==> config.mk <==
export PLATFORM = sky130hd
export DESIGN_NAME = segment_lcd_frame_timing
export DESIGN_NICKNAME = d
export VERILOG_FILES = /design/src/include/segment_lcd_pkg.sv /design/src/core/segment_lcd_frame_timing.sv
export VERILOG_INCLUDE_DIRS = /design/src /design/src/include
export SDC_FILE = /design/constraint.sdc
export NUM_CORES = 1
export LEC_CHECK = 0
export BUFFER_PORTS_ARGS = -buffer_cell sky130_fd_sc_hd__buf_2
export CAP_MARGIN = 20
export CORE_MARGIN = 1.5
export CORE_UTILIZATION = 54
export CTS_BUF_LIST = sky130_fd_sc_hd__clkbuf_8 sky130_fd_sc_hd__clkbuf_16
export DETAILED_ROUTE_END_ITERATION = 6
export HOLD_SLACK_MARGIN = 0.02
export PLACE_DENSITY = 0.81
export SYNTH_ARGS = -nofsm -noshare
export SYNTH_HDL_FRONTEND = slang
export SYNTH_SLANG_ARGS = --single-unit
==> constraint.sdc <==
create_clock -name pclk -period 6 [get_ports pclk]
set_input_delay 0.9 -clock pclk [delete_from_list [all_inputs] [get_ports pclk]]
set_output_delay 0.9 -clock pclk [all_outputs]
set_load 0.02 [all_outputs]
==> src/include/segment_lcd_frame_timing_defines.svh <==
`ifndef SEGMENT_LCD_FRAME_TIMING_DEFINES_SVH
`define SEGMENT_LCD_FRAME_TIMING_DEFINES_SVH

// ----------------------------------------------------------------------------
// register byte offsets
// ----------------------------------------------------------------------------
`define OFF_DISPLAY_CONTROL 12'h000
`define OFF_FRAME_PRESCALE  12'h004
`define OFF_FRAME_STATUS    12'h008
`define OFF_PIXEL_BASE      12'h010
`define PIXEL_ADDR_MASK     12'hff0

// ----------------------------------------------------------------------------
// field positions and reset values
// ----------------------------------------------------------------------------
`define CTRL_WRITE_ERROR_FLAG_BIT       5
`define CTRL_SLEEP_BIT      6
`define STATUS_IRQ_BIT      0
`define CTRL_RESET          8'h00
`define PRESCALE_RESET      4'h0

// ----------------------------------------------------------------------------
// encodings
// ----------------------------------------------------------------------------
`define CLK_SRC_SYSTEM      2'h0
`define MUX_STATIC          2'h0
`define MUX_THIRD           2'h2
`define LVL_V0              2'h0
`define LVL_V1              2'h1
`define LVL_V2              2'h2
`define LVL_V3              2'h3
`define SEL_NONE            3'h0
`define SEL_CTRL            3'h1
`define SEL_PRESCALE        3'h2
`define SEL_STATUS          3'h3
`define SEL_PIXEL           3'h4

// ----------------------------------------------------------------------------
// timing counts, in prescaled units of the timing tick
// ----------------------------------------------------------------------------
`define SLICE_UNITS_STATIC  3'h4
`define SLICE_UNITS_HALF    3'h2
`define SLICE_UNITS_MULTI   3'h1
`define FRAME_UNITS_THIRD   8'h03
`define FRAME_UNITS_OTHER   8'h04

`endif

==> src/include/segment_lcd_pkg.sv <==
package segment_lcd_pkg;

  typedef enum logic [1:0] {
    ST_OFF,
    ST_RUN,
    ST_HALT
  } run_state_t;

  typedef struct packed {
    logic       display_enable;
    logic       sleep_stop_ctrl;
    logic       write_error_flag;
    logic       type_b;
    logic [1:0] clock_source;
    logic [1:0] common_count_select;
  } ctrl_t;

  typedef struct packed {
    logic        psel;
    logic        penable;
    logic        pwrite;
    logic [11:0] paddr;
    logic [31:0] pwdata;
  } apb_req_t;

  typedef struct packed {
    logic [31:0] prdata;
    logic        pready;
    logic        pslverr;
  } apb_resp_t;

  typedef struct packed {
    logic [3:0][1:0]  com;
    logic [31:0][1:0] column_drive_lines;
  } drive_t;

  typedef struct packed {
    run_state_t       mode;
    ctrl_t            ctrl;
    logic [3:0]       prescale;
    logic [3:0][31:0] pix;
    logic [31:0]      row;
    logic [6:0]       tick_cnt;
    logic [1:0]       slice;
    logic             parity;
    logic             irq;
    logic             window;
    drive_t           drive;
    apb_resp_t        resp;
  } state_t;

endpackage

==> src/core/segment_lcd_frame_timing.sv <==
// Behaviour
// - frame rate from prescale and multiplex setting
// - static frame is four prescaled units
// - half multiplex frame is two by two units
// - third multiplex frame is three units
// - quarter multiplex frame is four units
// - every pixel waveform carries no DC
// - set bit dark, cleared bit clear
// - Type-A inverts phase inside each slice
// - Type-B inverts phase at frame boundaries
// - frame starts at first common slice
// - irq flag set after last row fetch
// - Type-B irq once per frame pair
// - refused pixel write sets error flag
// - no irq for Type-A or static Type-B
// - sleep-stop bit selects halt in sleep
// - halt in sleep drives minimum level
// - keep displaying in sleep when allowed
// - pixel memory frozen during sleep
// - system clock source always halts in sleep
// - common count field resets to static
//
// Chosen here: the APB register port and the register offsets.
`timescale 1ns/100ps

`include "segment_lcd_frame_timing_defines.svh"

module segment_lcd_frame_timing
  import segment_lcd_pkg::*;
(
  input  wire logic     pclk,
  input  wire logic     presetn,
  input  wire apb_req_t apb_req,
  output apb_resp_t     apb_resp,
  input  wire logic     timing_tick,
  input  wire logic     cpu_sleep,
  output drive_t        drive,
  output logic          frame_irq_flag,
  output logic          write_window
);

  // --------------------------------------------------------------------------
  // decode helpers
  // --------------------------------------------------------------------------
  function automatic logic [2:0] reg_sel(input logic [11:0] a);
    logic [2:0] s;
    s = `SEL_NONE;
    if (a == `OFF_DISPLAY_CONTROL) begin
      s = `SEL_CTRL;
    end else if (a == `OFF_FRAME_PRESCALE) begin
      s = `SEL_PRESCALE;
    end else if (a == `OFF_FRAME_STATUS) begin
      s = `SEL_STATUS;
    end else if ((a & `PIXEL_ADDR_MASK) == `OFF_PIXEL_BASE && a[1:0] == 2'h0) begin
      s = `SEL_PIXEL;
    end
    return s;
  endfunction

  // prescaled units per common slice
  function automatic logic [2:0] slice_units(input logic [1:0] mux);
    logic [2:0] u;
    case (mux)
      2'h0:    u = `SLICE_UNITS_STATIC;
      2'h1:    u = `SLICE_UNITS_HALF;
      default: u = `SLICE_UNITS_MULTI;
    endcase
    return u;
  endfunction

  // drive level per line; pol flips every level so each pair of phases cancels
  function automatic logic [1:0] level_code(input logic is_static, input logic is_com,
                                            input logic active, input logic pol);
    logic [1:0] lv;
    lv = `LVL_V0;
    if (is_static) begin
      lv = (pol ^ (!is_com && active)) ? `LVL_V3 : `LVL_V0;
    end else if (is_com) begin
      lv = active ? (pol ? `LVL_V0 : `LVL_V3) : (pol ? `LVL_V2 : `LVL_V1);
    end else begin
      lv = active ? (pol ? `LVL_V3 : `LVL_V0) : (pol ? `LVL_V1 : `LVL_V2);
    end
    return lv;
  endfunction

  // --------------------------------------------------------------------------
  // state
  // --------------------------------------------------------------------------
  state_t     st_reg;
  state_t     st_next;
  logic       halt_w;
  logic       setup_w;
  logic       access_w;
  logic [2:0] sel_w;
  logic       multi_w;
  logic       wr_ok_w;
  logic [6:0] slice_len;
  logic       cfg_write_w;
  logic       adv_w;
  logic       wrap_w;
  logic       start_w;
  logic       pol_w;

  assign apb_resp       = st_reg.resp;
  assign drive          = st_reg.drive;
  assign frame_irq_flag = st_reg.irq;
  assign write_window   = st_reg.window;

  always_comb begin
    st_next     = st_reg;
    halt_w      = cpu_sleep && (st_reg.ctrl.sleep_stop_ctrl
                  || st_reg.ctrl.clock_source == `CLK_SRC_SYSTEM);
    setup_w     = apb_req.psel && !apb_req.penable;
    access_w    = apb_req.psel && apb_req.penable && st_reg.resp.pready;
    sel_w       = reg_sel(apb_req.paddr);
    multi_w     = st_reg.ctrl.common_count_select != `MUX_STATIC;
    // sleep freezes the image; paired frames accept data only in the window
    wr_ok_w     = !cpu_sleep && (!(st_reg.ctrl.type_b && multi_w) || st_reg.window);
    slice_len   = {4'h0, slice_units(st_reg.ctrl.common_count_select)}
                  * ({3'h0, st_reg.prescale} + 7'h01);
    cfg_write_w = access_w && apb_req.pwrite && (sel_w == `SEL_CTRL || sel_w == `SEL_PRESCALE);
    adv_w       = 1'b0;
    wrap_w      = 1'b0;
    start_w     = 1'b0;
    pol_w       = 1'b0;

    // ------------------------------------------------------------------------
    // apb slave: no wait state, read data captured in the setup cycle, write data in the access cycle
    // ------------------------------------------------------------------------
    st_next.resp.pready  = setup_w;
    st_next.resp.pslverr = setup_w && (sel_w == `SEL_NONE);
    st_next.resp.prdata  = 32'h0000_0000;
    if (setup_w) begin
      case (sel_w)
        `SEL_CTRL:     st_next.resp.prdata = {24'h00_0000, st_reg.ctrl};
        `SEL_PRESCALE: st_next.resp.prdata = {28'h000_0000, st_reg.prescale};
        `SEL_STATUS:   st_next.resp.prdata = {26'h000_0000, st_reg.slice, 1'b0,
                                              st_reg.parity, st_reg.window, st_reg.irq};
        `SEL_PIXEL:    st_next.resp.prdata = st_reg.pix[apb_req.paddr[3:2]];
        default:       st_next.resp.prdata = 32'h0000_0000;
      endcase
    end
    if (access_w && apb_req.pwrite) begin
      case (sel_w)
        `SEL_CTRL: begin
          st_next.ctrl = ctrl_t'(apb_req.pwdata[7:0]);
          st_next.ctrl.write_error_flag = st_reg.ctrl.write_error_flag
                                          && !apb_req.pwdata[`CTRL_WRITE_ERROR_FLAG_BIT];
        end
        `SEL_PRESCALE: st_next.prescale = apb_req.pwdata[3:0];
        `SEL_STATUS:   st_next.irq = st_reg.irq && !apb_req.pwdata[`STATUS_IRQ_BIT];
        `SEL_PIXEL: begin
          if (wr_ok_w) begin
            st_next.pix[apb_req.paddr[3:2]] = apb_req.pwdata;
          end else begin
            st_next.ctrl.write_error_flag = 1'b1;
          end
        end
        default: st_next.ctrl = st_reg.ctrl;
      endcase
    end

    // ------------------------------------------------------------------------
    // run control
    // ------------------------------------------------------------------------
    case (st_reg.mode)
      ST_OFF: begin
        if (st_reg.ctrl.display_enable && !halt_w) begin
          st_next.mode = ST_RUN;
          start_w      = 1'b1;
        end
      end
      ST_RUN: begin
        if (!st_reg.ctrl.display_enable) begin
          st_next.mode = ST_OFF;
        end else if (halt_w) begin
          st_next.mode = ST_HALT;
        end else begin
          adv_w = timing_tick;
        end
      end
      ST_HALT: begin
        if (!st_reg.ctrl.display_enable) begin
          st_next.mode = ST_OFF;
        end else if (!halt_w) begin
          st_next.mode = ST_RUN;
        end
      end
      default: st_next.mode = ST_OFF;
    endcase

    // ------------------------------------------------------------------------
    // slice and frame sequencer; a row is fetched at the start of its slice
    // ------------------------------------------------------------------------
    if (start_w) begin
      st_next.tick_cnt = 7'h00;
      st_next.slice    = 2'h0;
      st_next.parity   = 1'b0;
      st_next.window   = 1'b0;
      st_next.row      = st_reg.pix[0];
    end
    if (adv_w) begin
      if (st_reg.tick_cnt >= slice_len - 7'h01) begin
        st_next.tick_cnt = 7'h00;
        if (st_reg.slice >= st_reg.ctrl.common_count_select) begin
          wrap_w         = 1'b1;
          st_next.slice  = 2'h0;
          st_next.parity = !st_reg.parity;
          st_next.window = 1'b0;
        end else begin
          st_next.slice = st_reg.slice + 2'h1;
        end
        st_next.row = st_reg.pix[st_next.slice];
        // last row of the odd frame fetched: the pair is complete
        if (st_next.slice == st_reg.ctrl.common_count_select && st_reg.ctrl.type_b
            && multi_w && st_next.parity) begin
          st_next.irq    = 1'b1;
          st_next.window = 1'b1;
        end
      end else begin
        st_next.tick_cnt = st_reg.tick_cnt + 7'h01;
      end
    end
    if (st_next.mode == ST_OFF) begin
      st_next.window = 1'b0;
    end

    // ------------------------------------------------------------------------
    // waveform; odd-length Type-A slices split unevenly, so the split order
    // also swaps every frame and the residue cancels over two frames
    // ------------------------------------------------------------------------
    if (st_reg.ctrl.type_b) begin
      pol_w = st_next.parity;
    end else begin
      pol_w = (st_next.tick_cnt >= (slice_len >> 1)) ^ st_next.parity;
    end
    for (int i = 0; i < 4; i++) begin
      st_next.drive.com[i] = (2'(i) <= st_reg.ctrl.common_count_select)
                             ? level_code(!multi_w, 1'b1, st_next.slice == 2'(i), pol_w)
                             : `LVL_V0;
    end
    for (int j = 0; j < 32; j++) begin
      st_next.drive.column_drive_lines[j] = level_code(!multi_w, 1'b0, st_next.row[j], pol_w);
    end
    if (st_next.mode != ST_RUN) begin
      st_next.drive = '0;
    end
  end

  always_ff @(posedge pclk or negedge presetn) begin
    if (!presetn) begin
      st_reg <= '0;
    end else begin
      st_reg <= st_next;
    end
  end

  // --------------------------------------------------------------------------
  // checks
  // --------------------------------------------------------------------------
  logic [7:0] frame_ticks;
  logic       cfg_stable;
  logic [7:0] frame_expect;

  assign frame_expect = ((st_reg.ctrl.common_count_select == `MUX_THIRD) ? `FRAME_UNITS_THIRD
                        : `FRAME_UNITS_OTHER) * ({4'h0, st_reg.prescale} + 8'h01);

  always_ff @(posedge pclk or negedge presetn) begin
    if (!presetn) begin
      frame_ticks <= 8'h00;
      cfg_stable  <= 1'b0;
    end else begin
      if (start_w || wrap_w) begin
        frame_ticks <= 8'h00;
        cfg_stable  <= 1'b1;
      end else if (adv_w) begin
        frame_ticks <= frame_ticks + 8'h01;
      end
      if (cfg_write_w) begin
        cfg_stable <= 1'b0;
      end
    end
  end
endmodule

==> qor.log <==
qor: outcome.run_status complete, but fails checks
qor: synthesis.post_synth_num_cell_types 63
qor: synthesis.synth_cells 1373
qor: global_route.grt_max_degree 117
qor: synthesis.post_synth.cell_area_avg 11.6 um2
qor: cts.cts_max_path_buffers 3
qor: synthesis.synthesis.nets 1452
qor: cts.path_clk_slew 60 ps
qor: final_layout.filler_cell_count 2128
qor: drt.drt_iter0_markers 1179
qor: drt.drt-pass1-iter-count 7
qor: setup_path.cp.arrival 6710 ps
qor: floorplan.die_h 175 um
qor: cts.tritoncts built
qor: synthesis.postSynth.topFlopCell sky130_fd_sc_hd__dfrtp_1
qor: setup_path.r2r-end drive[9]
qor: global_route.grt_first_pass_wirelength 61.3 mm
qor: sta.slew_limit_headroom 29.6%
qor: run.maxCapViolCount 0
qor: floorplan.fp.dieArea 30500 um2
qor: sta.maxClockFrequency 160 MHz
qor: sta.grt_setup_unrepaired yes
qor: placed_design.dp_worst_setup_slack -237 ps
qor: sta.fin_skew 12.6 ps
qor: setup_path.timing_worst_setup_path_type register to register
qor: sta.number_of_hold_slack_violations_in_the_final_timing_report 0
qor: final_layout.instances_no_fill 1838
qor: drt.via_count_of_the_routed_design 11300
qor: final_layout.final_cell_area 18000 um2
qor: setup_path.rr_worst_depth 30
qor: pwr.power.ir.vdd_worst 0.228 mV
qor: global_route.globalRoute.totalOverflow 0
qor: setup_path.critPathTopFamily adder cells
qor: setup_path.cp-start-kind register
qor: placed_design.gp_congestion 0.858
qor: synthesis.synth_edf_count 0
qor: global_route.global_route.usage.total 25.4%
qor: worst_hold_path.hp-class input port to async pin
qor: sta.timing.final.crit_period 6240 ps
qor: placed_design.dpl-instance-area 16400 um2
qor: floorplan.core-area 28900 um2
qor: cts.clock_sink_count 292
qor: cts.cts.root.buffer_cell sky130_fd_sc_hd__clkbuf_16
qor: floorplan.initial_utilization 55.2%
qor: sta.worstMarginPinSlew 1060 ps
qor: synthesis.ys_seq_area_share 45.9%
qor: sta.finalSetupViolCount 69
qor: cts.cts.hold.buffers_added 0
qor: setup_path.worst_path_largest_cell_delay 550 ps
qor: sta.final.period_utilization 104%
qor: global_route.vias_in_the_first_global_route 11100
qor: pwr.p_per_area 224 nW/um2
qor: final_layout.fin_nets 1506
qor: sta.timing.setup.tns -9270 ps
qor: synthesis.synth.ff_latch_count 292
qor: setup_path.critical_path_buf_inv_count 6
qor: sta.timing.final.ws_setup -238 ps
qor: placed_design.hpwl 24.3 mm
qor: setup_path.worstPathRequired 6480 ps
qor: outcome.failing_checks setup timing
qor: final_layout.largest_register_ff_count 184
qor: floorplan.boundaryPins 159
qor: cts.htree_levels 1
qor: setup_path.endpoint_kind register
qor: drt.routed_wl_per_cell 22.1 um
qor: cts.numCtsBuffers 29
qor: setup_path.crit_slowest_cell sky130_fd_sc_hd__fa_1
qor: drt.route.detailed.drc 0
qor: synthesis.share_of_flip_flops_with_an_asynchronous_set_or_reset_after_synthesis 100%
qor: drt.route.final.wire_length 40.5 mm
qor: sta.max_slew_vio_count 0
qor: placed_design.number_of_i_o_port_buffers 158
qor: final_layout.final_layout_size_suffix_gt1_share 39.1%
qor: cts.insertion_delay 560 ps
qor: final_layout.area_delta_synth_final 13.3%
qor: placed_design.placed_cells_incl_taps 1750
qor: setup_path.cp_max_fo 7
qor: drt.detail-route-antenna-nets 0
qor: synthesis.synthesis.yosys.warnings 0
qor: drt.route.detailed.vias_per_inst 6.16
qor: synthesis.synth_area 15900 um2
qor: global_route.antenna_found_initial 5
qor: floorplan.fp.dieW 175 um
qor: floorplan.fp-row-count 62
qor: setup_path.rrSetupSlack -240 ps
qor: setup_path.rr_startpoint st_reg[279]
qor: pwr.static-leakage-power 0.00911 uW
## cells in the mapped netlist (all sizes together) (2+ instances only)
| cell type | instances | area share (%) |
|---|---|---|
| dfrtp | 292 | 46 |
| mux2 | 169 | 12 |
| mux2i | 132 | 8.4 |
| buf | 131 | 5.9 |
| nand2 | 122 | 2.9 |
| clkbuf | 66 | 1.6 |
| nand3 | 45 | 1.4 |
| o21ai | 43 | 1.4 |
| nor2b | 35 | 1.4 |
| or2 | 34 | 1.3 |
| mux4 | 32 | 4.5 |
| a2111oi | 31 | 1.7 |
| o221ai | 31 | 1.7 |
| and3 | 29 | 1.1 |
| nor2 | 26 | 0.61 |
| ha | 24 | 1.9 |
| inv | 20 | 0.47 |
| a21oi | 14 | 0.44 |
| xnor2 | 9 | 0.61 |
| xor2 | 9 | 0.54 |
| a22oi | 8 | 0.38 |
| a21o | 6 | 0.28 |
| nand2b | 6 | 0.24 |
| and2 | 5 | 0.20 |
| nand4 | 5 | 0.20 |
| a31oi | 4 | 0.16 |
| fa | 4 | 0.50 |
| o31ai | 4 | 0.22 |
| a222oi | 3 | 0.19 |
| nand3b | 3 | 0.14 |
| nor3 | 3 | 0.094 |
| nor4 | 3 | 0.16 |
| a211o | 2 | 0.16 |
| a21boi | 2 | 0.094 |
| and3b | 2 | 0.11 |
| nor3b | 2 | 0.094 |
| nor4b | 2 | 0.11 |
| or4 | 2 | 0.094 |
## timing repair
item	CTS	global route
setup endpoints to repair	71	72
gates resized for setup	10	56
buffers inserted	4	20
hold endpoints to repair	0	0
pin swaps	4	27
gates cloned	3	4
## worst register-to-register path, delay by kind of cell, from the launching register on
family	cells	cell delay, ps
AOI/OAI and AO/OA	9	1430
xor gates and xnor gates	4	880
adders and majority gates	4	1550
buffers and inverters	6	870
DFF	1	420
muxes	1	220
and+or+nand+nor	6	820
## worst max path at each step
stage,start,cells past startpoint,endpoint
2_1_floorplan,st_reg[283],29,drive[70]
3_3_place_gp,st_reg[279],28,drive[71]
3_5_place_dp,st_reg[279],26,drive[71]
4_1_cts,st_reg[279],31,drive[15]
5_1_grt,st_reg[279],30,drive[37]
6_report,st_reg[279],30,drive[9]
## power by group
| part | leakage [uW] | total [uW] | switching [uW] | internal [uW] |
|---|---|---|---|---|
| Clock | 0.000540 | 1970 | 766 | 1200 |
| Sequential | 0.00407 | 1970 | 0.404 | 1970 |
| Combinational | 0.00450 | 104 | 76.8 | 27.2 |
| Total | 0.00911 | 4040 | 843 | 3200 |
## per-stage QoR
stage / power [uW] / utilization [%] / hold slack [ps]
after global routing: 4170 / 62.5 / 485
after floorplan: 2030 / - / 461
after CTS: 4070 / 60.9 / 462
final: 4040 / 62.5 / 424
after detailed placement: 2110 / 56.7 / 506
after global placement: 2110 / 56.7 / 479
## cells by family (layout without fill, tap and decap cells)
family          after synthesis  after routing  synth area share [%]
simple gates                327            327                  10.4
mux                         333            333                  24.8
flops                       292            292                  45.9
buf+inv                     217            293                  7.97
xor+xnor                     18             18                  1.15
compound gates              158            158                  7.41
other cells                   0              5                     0
fa+ha+maj                    28             28                  2.39
## cell type report
cell class	instances	area, um2	share of cell area, %
Antenna cell	5	12.5	0.0694
Clock buffer	38	850	4.71
Clock inverter	15	201	1.12
Inverter	20	75.1	0.416
Multi-Input combinational cell	864	7660	42.4
Sequential cell	292	7310	40.5
Tap cell	384	480	2.66
Timing Repair Buffer	220	1450	8.06
## cell usage in the layout (no fill, tap or decap), drive strengths merged, types with 8 or more instances in the layout
cell type / netlist / routed
o221ai: 31 / 31
buf: 131 / 217
o21ai: 43 / 43
and3: 29 / 29
a21oi: 14 / 14
nor2: 26 / 26
mux4: 32 / 32
dfrtp: 292 / 292
xnor2: 9 / 9
mux2: 169 / 169
a22oi: 8 / 8
nand2: 122 / 122
clkbuf: 66 / 41
mux2i: 132 / 132
nand3: 45 / 45
a2111oi: 31 / 31
nor2b: 35 / 35
ha: 24 / 24
xor2: 9 / 9
inv: 20 / 26
or2: 34 / 34
## routing by layer
layer  global-route usage [%]  part of all wire, %  wire (um)  up-vias
met5                        0                0.025         10        -
met4                     10.1                  3.4       1390        2
met3                     4.87                  7.4       2990      105
met2                     40.9                   48      19400      545
met1                     34.1                   41      16700     5716
li1                         -                    -          -     4949
Power figures use the tool's default switching activity.
